<file path="src/shared/ptp_trig_pkg.sv">
// constants, register map and types for the ptp trigger output unit
package ptp_trig_pkg;
  // unit counts
  localparam int NUM_TRIG = 4;
  localparam int NUM_CAP = 2;
  // register offsets
  localparam logic [11:0] OFF_INDEX = 12'h0524;
  localparam logic [11:0] OFF_CTRL = 12'h052C;
  localparam logic [11:0] OFF_TGT_NS = 12'h0530;
  localparam logic [11:0] OFF_TGT_SEC = 12'h0534;
  localparam logic [11:0] OFF_CTL1 = 12'h0538;
  localparam logic [11:0] OFF_STATUS = 12'h0540;
  // index register fields
  localparam int IDX_CAP_BIT = 8;
  localparam int IDX_TRIG_LSB = 0;
  // control and status register fields
  localparam int CAP_RST_BIT = 0;
  localparam int CAP_EN_BIT = 1;
  localparam int TRIG_RST_BIT = 2;
  localparam int TRIG_EN_BIT = 3;
  localparam int TRIG_ACT_BIT = 4;
  localparam int CAP_INT_BIT = 5;
  // control one fields
  localparam int CHAIN_BIT = 31;
  localparam int TAIL_BIT = 30;
  localparam int UPSEL_LSB = 26;
  localparam int NOW_BIT = 25;
  localparam int NOTIFY_BIT = 24;
  localparam int EDGE_BIT = 23;
  localparam int PAT_LSB = 20;
  // status register fields
  localparam int DONE_LSB = 0;
  localparam int ERR_LSB = 4;
  // nanosecond field width
  localparam int NS_W = 30;
  // reset values
  localparam logic [31:0] RST_WORD = 32'h0000_0000;
  // pulse width of pulse-type patterns
  localparam int CLK_NS = 8;
  localparam int PULSE_NS = 80;
  localparam int PULSE_CYC = (PULSE_NS + CLK_NS - 1) / CLK_NS;
  // pattern codes
  localparam logic [2:0] PAT_NEG_EDGE = 3'h0;
  localparam logic [2:0] PAT_POS_EDGE = 3'h1;
  localparam logic [2:0] PAT_POS_PULSE = 3'h3;
  localparam logic [2:0] PAT_POS_PER = 3'h5;
  localparam logic [2:0] PAT_RESERVED = 3'h7;
  // per-unit control one contents
  typedef struct packed {
    logic chain;
    logic tail;
    logic [1:0] upSel;
    logic now;
    logic notify;
    logic negEdge;
    logic [2:0] pattern;
  } ctl_t;
  localparam ctl_t CTL_RST = '0;
  // unit sequencer states
  typedef enum logic [2:0] {
    ST_IDLE = 3'b001,
    ST_ARMED = 3'b010,
    ST_PULSE = 3'b100
  } state_t;
endpackage

</file>
<file path="src/core/ptp_trigger_output_unit.sv">
// trigger output units with indexed register access and cascade chaining
`timescale 1ns/1ps
`default_nettype none

// Summary of operation
// - capture soft reset bit restores capture unit
// - capture soft reset hits indexed capture unit
// - target and control steered by trigger index
// - nanosecond target thirty bits, upper bits zero
// - seconds target full thirty-two bits
// - control bit 31 enables chain mode
// - control bit 30 marks chain tail
// - no tail means chain loops forever
// - bits 27:26 pick upstream done unit
// - bit 25 fires late targets at once
// - bit 24 gates done and fault flags
// - bit 23 picks output change edge
// - enable clears itself after output generated
// - fire soft reset restores indexed unit
// - bits 22:20 select output waveform
module ptp_trigger_output_unit
  import ptp_trig_pkg::*;
(
  input wire logic clk,
  input wire logic rst,
  input wire logic [11:0] regAddr,
  input wire logic regWr,
  input wire logic regRd,
  input wire logic [31:0] regWrData,
  output logic [31:0] regRdData,
  input wire logic [31:0] sysSec,
  input wire logic [NS_W-1:0] sysNs,
  output logic [NUM_TRIG-1:0] trigOut,
  output logic [NUM_TRIG-1:0] fireCompleteFlag,
  output logic [NUM_TRIG-1:0] fireFaultFlag,
  output logic [NUM_CAP-1:0] capEnable
);

  // target reached test, seconds and nanoseconds as one number
  function automatic logic reached(input logic [31:0] s, input logic [NS_W-1:0] n,
                                   input logic [31:0] ts, input logic [NS_W-1:0] tn);
    reached = {s, n} >= {ts, tn};
  endfunction

  // idle level of a pattern: low for the positive-going ones
  function automatic logic idleLevel(input logic [2:0] p);
    idleLevel = !(p == PAT_POS_EDGE || p == PAT_POS_PULSE || p == PAT_POS_PER);
  endfunction

  // register state
  logic [1:0] trigIdx_r; // trigger unit pointer
  logic capIdx_r; // capture unit pointer
  logic [NS_W-1:0] tgtNs_r [NUM_TRIG]; // nanosecond targets
  logic [31:0] tgtSec_r [NUM_TRIG]; // second targets
  ctl_t ctl_r [NUM_TRIG]; // control one per unit
  state_t state_r [NUM_TRIG]; // sequencer per unit
  logic [7:0] pulseCnt_r [NUM_TRIG]; // pulse length counter
  logic [NUM_TRIG-1:0] lvl_r; // raw output level
  logic [NUM_TRIG-1:0] lvlDly_r; // level held one cycle longer
  logic [NUM_TRIG-1:0] doneEvt_r; // one-cycle done pulse per unit
  logic [NUM_CAP-1:0] capIntEn_r; // capture interrupt enables
  logic [NUM_TRIG-1:0] trigOut_r;
  logic [NUM_TRIG-1:0] fireComplete_r;
  logic [NUM_TRIG-1:0] fireFault_r;
  logic [NUM_CAP-1:0] capEnable_r;
  logic [31:0] rdData_r;

  // address decode
  wire wrIndex = regWr && regAddr == OFF_INDEX;
  wire wrCtrl = regWr && regAddr == OFF_CTRL;
  wire wrNs = regWr && regAddr == OFF_TGT_NS;
  wire wrSec = regWr && regAddr == OFF_TGT_SEC;
  wire wrCtl1 = regWr && regAddr == OFF_CTL1;
  wire wrStat = regWr && regAddr == OFF_STATUS;
  wire fireRst = wrCtrl && regWrData[TRIG_RST_BIT];
  wire capRst = wrCtrl && regWrData[CAP_RST_BIT];
  wire [7:0] pulseLoad = 8'(PULSE_CYC);

  // per-unit decode of events
  logic [NUM_TRIG-1:0] sel, hit, swArm, chainArm, arm, late, fire, pulseEnd;
  always_comb begin
    for (int i = 0; i < NUM_TRIG; i++) begin
      sel[i] = trigIdx_r == 2'(i);
      hit[i] = reached(sysSec, sysNs, tgtSec_r[i], tgtNs_r[i]);
      swArm[i] = wrCtrl && sel[i] && regWrData[TRIG_EN_BIT] && !regWrData[TRIG_RST_BIT];
      // a done from a tail ends the chain; with no tail the loop never ends
      chainArm[i] = ctl_r[i].chain && doneEvt_r[ctl_r[i].upSel]
                    && !ctl_r[ctl_r[i].upSel].tail;
      arm[i] = state_r[i] == ST_IDLE && (swArm[i] || chainArm[i]);
      // a target already past is a fault unless fire-now is set
      late[i] = hit[i] && !ctl_r[i].now;
      fire[i] = state_r[i] == ST_ARMED && hit[i];
      pulseEnd[i] = state_r[i] == ST_PULSE && pulseCnt_r[i] == 8'h01;
    end
  end

  // read multiplexer
  wire [NUM_TRIG-1:0] active;
  wire [31:0] ctl1Word = {ctl_r[trigIdx_r].chain, ctl_r[trigIdx_r].tail, 2'h0,
                          ctl_r[trigIdx_r].upSel, ctl_r[trigIdx_r].now,
                          ctl_r[trigIdx_r].notify, ctl_r[trigIdx_r].negEdge,
                          ctl_r[trigIdx_r].pattern, 20'h0_0000};
  wire [31:0] ctrlWord = {26'h0, capIntEn_r[capIdx_r], active[trigIdx_r],
                          state_r[trigIdx_r] == ST_ARMED, 1'b0, capEnable_r[capIdx_r], 1'b0};
  wire [31:0] rdMux = regAddr == OFF_INDEX ? {23'h0, capIdx_r, 6'h0, trigIdx_r} :
                      regAddr == OFF_CTRL ? ctrlWord :
                      regAddr == OFF_TGT_NS ? {2'h0, tgtNs_r[trigIdx_r]} :
                      regAddr == OFF_TGT_SEC ? tgtSec_r[trigIdx_r] :
                      regAddr == OFF_CTL1 ? ctl1Word :
                      regAddr == OFF_STATUS ? {24'h0, fireFault_r, fireComplete_r} :
                      RST_WORD;
  genvar g;
  for (g = 0; g < NUM_TRIG; g++) begin : gAct
    assign active[g] = state_r[g] != ST_IDLE;
  end

  // index pointers and read data
  always_ff @(posedge clk) begin
    if (rst) begin
      trigIdx_r <= 2'h0;
      capIdx_r <= 1'b0;
      rdData_r <= RST_WORD;
    end else begin
      if (wrIndex) begin
        trigIdx_r <= regWrData[IDX_TRIG_LSB +: 2];
        capIdx_r <= regWrData[IDX_CAP_BIT];
      end
      if (regRd) begin
        rdData_r <= rdMux;
      end
    end
  end

  // capture units: only enable bits and their soft reset live here
  always_ff @(posedge clk) begin
    if (rst) begin
      capEnable_r <= '0;
      capIntEn_r <= '0;
    end else if (capRst) begin
      capEnable_r[capIdx_r] <= 1'b0;
      capIntEn_r[capIdx_r] <= 1'b0;
    end else if (wrCtrl) begin
      capEnable_r[capIdx_r] <= regWrData[CAP_EN_BIT];
      capIntEn_r[capIdx_r] <= regWrData[CAP_INT_BIT];
    end
  end

  // trigger unit configuration, sequencing and output
  always_ff @(posedge clk) begin
    if (rst) begin
      for (int i = 0; i < NUM_TRIG; i++) begin
        tgtNs_r[i] <= '0;
        tgtSec_r[i] <= '0;
        ctl_r[i] <= CTL_RST;
        state_r[i] <= ST_IDLE;
        pulseCnt_r[i] <= 8'h00;
      end
      lvl_r <= '1;
      lvlDly_r <= '1;
      trigOut_r <= '1;
      doneEvt_r <= '0;
      fireComplete_r <= '0;
      fireFault_r <= '0;
    end else begin
      for (int i = 0; i < NUM_TRIG; i++) begin
        doneEvt_r[i] <= 1'b0;
        // done/fault: set wins over a write-one clear
        if (wrStat && regWrData[DONE_LSB + i]) begin
          fireComplete_r[i] <= 1'b0;
        end
        if (wrStat && regWrData[ERR_LSB + i]) begin
          fireFault_r[i] <= 1'b0;
        end
        if (fireRst && sel[i]) begin
          // back to inactive with default settings; stops a looping chain
          tgtNs_r[i] <= '0;
          tgtSec_r[i] <= '0;
          ctl_r[i] <= CTL_RST;
          state_r[i] <= ST_IDLE;
          pulseCnt_r[i] <= 8'h00;
          lvl_r[i] <= idleLevel(PAT_NEG_EDGE);
          fireComplete_r[i] <= 1'b0;
          fireFault_r[i] <= 1'b0;
        end else begin
          if (wrNs && sel[i]) begin
            tgtNs_r[i] <= regWrData[NS_W-1:0];
          end
          if (wrSec && sel[i]) begin
            tgtSec_r[i] <= regWrData;
          end
          if (wrCtl1 && sel[i] && state_r[i] == ST_IDLE) begin
            // reserved bits 29:28 are dropped so the fields land in their own places
            ctl_r[i] <= ctl_t'({regWrData[31:30], regWrData[27:20]});
            lvl_r[i] <= idleLevel(regWrData[PAT_LSB +: 3]);
          end
          unique case (state_r[i])
            ST_IDLE: begin
              if (arm[i] && late[i]) begin
                // written only when reported, so a clear of an unreported unit stands
                if (ctl_r[i].notify) begin
                  fireFault_r[i] <= 1'b1;
                end
              end else if (arm[i]) begin
                state_r[i] <= ST_ARMED;
              end
            end
            ST_ARMED: begin
              if (wrCtrl && sel[i] && !regWrData[TRIG_EN_BIT]) begin
                state_r[i] <= ST_IDLE; // software disable
              end else if (fire[i] && ctl_r[i].pattern == PAT_RESERVED) begin
                state_r[i] <= ST_IDLE; // reserved code drives nothing
                if (ctl_r[i].notify) begin
                  fireFault_r[i] <= 1'b1;
                end
              end else if (fire[i] && ctl_r[i].pattern <= PAT_POS_EDGE) begin
                // edges: leave the idle level and stay there
                lvl_r[i] <= !idleLevel(ctl_r[i].pattern);
                state_r[i] <= ST_IDLE;
                doneEvt_r[i] <= 1'b1;
                // set after the clear above, so the event wins a same-cycle clear
                if (ctl_r[i].notify) begin
                  fireComplete_r[i] <= 1'b1;
                end
              end else if (fire[i]) begin
                lvl_r[i] <= !idleLevel(ctl_r[i].pattern);
                pulseCnt_r[i] <= pulseLoad;
                state_r[i] <= ST_PULSE;
              end
            end
            ST_PULSE: begin
              pulseCnt_r[i] <= pulseCnt_r[i] - 8'h01;
              if (pulseEnd[i]) begin
                lvl_r[i] <= idleLevel(ctl_r[i].pattern);
                state_r[i] <= ST_IDLE;
                doneEvt_r[i] <= 1'b1;
                if (ctl_r[i].notify) begin
                  fireComplete_r[i] <= 1'b1;
                end
              end
            end
          endcase
        end
        // one clock only: the late edge is a half-step stand-in, one cycle later
        lvlDly_r[i] <= lvl_r[i];
        trigOut_r[i] <= ctl_r[i].negEdge ? lvlDly_r[i] : lvl_r[i];
      end
    end
  end

  assign regRdData = rdData_r;
  assign trigOut = trigOut_r;
  assign fireCompleteFlag = fireComplete_r;
  assign fireFaultFlag = fireFault_r;
  assign capEnable = capEnable_r;
endmodule

`default_nettype wire

</file>
<file path="config.mk">
export PLATFORM = sky130hd
export DESIGN_NAME = ptp_trigger_output_unit
export DESIGN_NICKNAME = d
export VERILOG_FILES = /design/src/shared/ptp_trig_pkg.sv /design/src/core/ptp_trigger_output_unit.sv
export SDC_FILE = /design/constraint.sdc
export NUM_CORES = 1
export LEC_CHECK = 0
export ABC_AREA = 1
export BUFFER_PORTS_ARGS = -buffer_cell sky130_fd_sc_hd__buf_2
export CAP_MARGIN = 5
export CORE_MARGIN = 3
export CORE_UTILIZATION = 40
export CTS_BUF_LIST = sky130_fd_sc_hd__clkbuf_8
export DETAILED_ROUTE_END_ITERATION = 8
export PLACE_DENSITY_LB_ADDON = 0.25
export SLEW_MARGIN = 20
export SYNTH_ARGS = -nofsm -noshare
export SYNTH_HDL_FRONTEND = slang
export SYNTH_SLANG_ARGS = --single-unit
</file>
<file path="constraint.sdc">
create_clock -name clk -period 2.6 [get_ports clk]
set_input_delay 0.13 -clock clk [delete_from_list [all_inputs] [get_ports clk]]
set_output_delay 0.13 -clock clk [all_outputs]
set_load 0.005 [all_outputs]
</file>
==> summary.txt <==
Run status
  – Status: finished, violations left
  – Failing checks: negative setup slack

STA
  – Clk_skew: 0.0355 ns
  – Final Hold Fails: 0
  – Relative slew slack: 43.6%
  – Peak Freq: 376 MHz
  – Tmin final: 2.66 ns
  – Fin Hold WS: 0.0321 ns
  – Setup violations, final: 11
  – Worst-Margin Slew: 0.845 ns
  – Pins Over Slew Limit: 0
  – Unrepaired setup endpoints after global routing: true
  – Final WS setup: -0.0631 ns
  – Fin crit share: 102%
  – Fin Setup TNS: -0.418 ns

Power
  – Peak VDD IR: 322 uV
  – Static leakage: 0.0139 uW
  – Power Density: 486 nW/um^2

Synthesis
  – Seq/Total Area, Yosys: 44.9%
  – Ys async rst share: 0%
  – Main flop type after synthesis: edfxtp_1
  – Synth Instances: 3066
  – Xor/xnor share of the synthesized area: 0.628%
  – Post-synth EDFFs: 332
  – Yosys warnings: 0
  – Post-synthesis mux area share: 0.0399%
  – Netlist cell types: 52
  – Avg Inst Size Synth: 8.19 um^2
  – #FFs+latches synth: 397
  – Syn nets: 3432
  – Synth Area in Compound Gates: 14.2%
  – Post-Synth Simple-Gate Area: 18.6%
  – Main combinational cell family by area after synthesis: simple AND/OR/NAND/NOR gates
  – Synth Area in Adders: 12.8%
  – Syn Std Cell Area: 25100 um^2

Drt
  – Vias per cell: 5.35
  – Post-route ant nets: 0
  – Total Wirelength: 91.4 mm
  – 1st-pass router iterations: 6
  – Vias: 23200
  – Routed wire per std cell: 21.1 um
  – DRC Markers: 0
  – Iteration-0 DRC Markers: 2501

Place
  – Post-DP HPWL: 66.6 mm
  – PortBufs: 155
  – Worst slack, placed: -0.440 ns
  – Post-DP Area: 28300 um^2
  – GPL Wtd Cong: 0.999

Layout
  – Layout area overhead: 25.4%
  – Layout cell share with drive strength beyond 1: 21.3%
  – Fill count: 6026
  – Design Area, Final: 31500 um^2
  – Layout Nets: 3805

Global routing
  – Global-route usage over all layers: 26.8%
  – Largest net degree at the start of global routing: 69
  – Vias in the first global route: 21700
  – Initial antenna violation count: 9
  – First-pass GRT wire length: 133 mm
  – Remaining Overflow, GRT: 0

Min path
  – Worst Hold Class: in -> reg
  – Hold Path Cell Cnt: 3

Critical path
  – Worst Path Max Fanout: 5
  – Crit end category: flop
  – CP Data Required Time: 3.00 ns
  – Worst setup path class: reg -> reg
  – CP startpoint kind: flop
  – Crit path arrival time: 3.06 ns
  – R2r worst-path depth: 15

CTS
  – H-tree levels: 3
  – CTS tree: yes
  – Root buf cell: clkbuf_8
  – TritonCTS Sinks: 397
  – Worst-path clk slew: 0.06 ns
  – Latest clock arrival within the worst-skew pair: 0.70 ns
  – Maximum buffer depth of the clock tree: 3
  – Total CTS buffers: 74

Die
  – Initial Util: 40.5%
  – Row Count: 91
  – Num ports: 156
  – CORE AREA: 61900 um^2
  – Width of the die: 257 um
  – Die boundary height: 257 um
  – Die area: 65800 um^2

Run
  – Max-Cap Viols: 0
[cell usage after synthesis, types with 30 or more instances]
library cell	instances	area, um^2
a21oi_1	320	1600
clkbuf_1	71	267
dfxtp_1	65	1300
edfxtp_1	332	9970
ha_1	256	3200
inv_1	468	1760
nand2_1	471	1770
nand3_1	79	395
nor2_1	505	1900
nor3_1	37	185
o211ai_1	30	225
o21ai_0	219	1100
[critical path, stage by stage, from the launching register on]
cell      delay, ns
edfxtp_1       0.34
inv_2          0.06
ha_4           0.28
nand2_4        0.05
nor2_4         0.12
nand2_2        0.09
nor2_4         0.17
nand4_1        0.34
nand2_1        0.15
o21bai_1       0.12
nand3_2        0.11
buf_8          0.14
nand3_4        0.09
nor2_4         0.12
a21oi_2        0.07
nand2_2        0.11
[logic make-up (layout without fill, tap and decap cells)]
family / after synthesis / count (layout)
multiplexers: 1 / 1
AND/OR/NAND/NOR: 1154 / 1154
adder cells (fa/ha/maj): 256 / 256
other: 0 / 2
XOR/XNOR: 18 / 18
buffers and inverters: 583 / 1014
AO/OA/AOI/OAI: 657 / 657
flip-flops: 397 / 397
[cells in the final DEF (no fill, tap or decap), types with 30 or more instances in the layout]
cell type and count:
ha_1 205, nor2_1 463, buf_4 190, inv_2 50
edfxtp_1 332, nor2_2 31, nand2_1 413, inv_1 444
o21ai_0 214, buf_2 155, o211ai_1 30, a21oi_1 304
dfxtp_1 63, nand2_2 47, clkbuf_8 79, ha_4 51
nand3_1 67
[path summary, 6_finish.rpt]
check,from,end,slack (ns)
min,regWrData[5],tgtNs_r[1][5]$_SDFFCE_PN0P_,0.03
max reg2reg,tgtSec_r[3][7]$_SDFFCE_PN0P_,state_r[3][1]$_SDFFCE_PP0P_,-0.06
max,tgtSec_r[3][7]$_SDFFCE_PN0P_,state_r[3][1]$_SDFFCE_PP0P_,-0.06
min reg2reg,lvl_r[2]$_SDFF_PP1_,lvlDly_r[2]$_SDFF_PP1_,0.44
[power by group]
group	switching (uW)	internal, uW	leakage [uW]
combinational	1310	781	0.00916
clock	2870	3220	0.000821
sequential	90.1	7050	0.00394
total	4270	11100	0.0139
[final cells by class]
class	instances	area, um^2	area share (%)
timing repair buffer	400	3010	9.55
inverter	480	1810	5.74
multi-input combinational	2086	12900	41.0
sequential	397	11300	35.8
tap	837	1050	3.32
clock buffer	79	1090	3.45
antenna	2	5.00	0.0159
clock inverter	55	350	1.11
[per-stage QoR]
stage	cells	util (%)	total power (uW)
final	4336	50.9	15300
after floorplan	3066	-	8190
after global routing	4335	50.8	15900
after CTS	4317	49.0	15200
after global placement	4149	45.7	9000
after detailed placement	4149	45.7	9030
[what timing repair did]
item	in CTS	in global routing
cloned	0	0
hold buffers	22	0
endpoints found under the setup margin	73	69
endpoints found under the hold margin	144	0
gates resized for setup	75	222
pin swaps	47	83
setup buffers	14	20
[metal layers]
metal | routed length, um | global-route usage (%) | vias up | part of all wire (%)
met3 | 9780 | 6.37 | 170 | 11
met2 | 40400 | 41.5 | 1068 | 44
li1 | - | - | 11000 | -
met1 | 38200 | 36.6 | 10900 | 42
met4 | 2940 | 9.48 | 12 | 3.2
met5 | 91 | 0 | - | 0.10
[flip-flops by register name, indices dropped and copies added, names as in the netlist, 12 cells and up, named ones only]
register    count
regRdData      32
tgtSec_r      128
tgtNs_r       120
pulseCnt_r     32
state_r        12
ctl_r          40
Power figures use the tool's default switching activity.
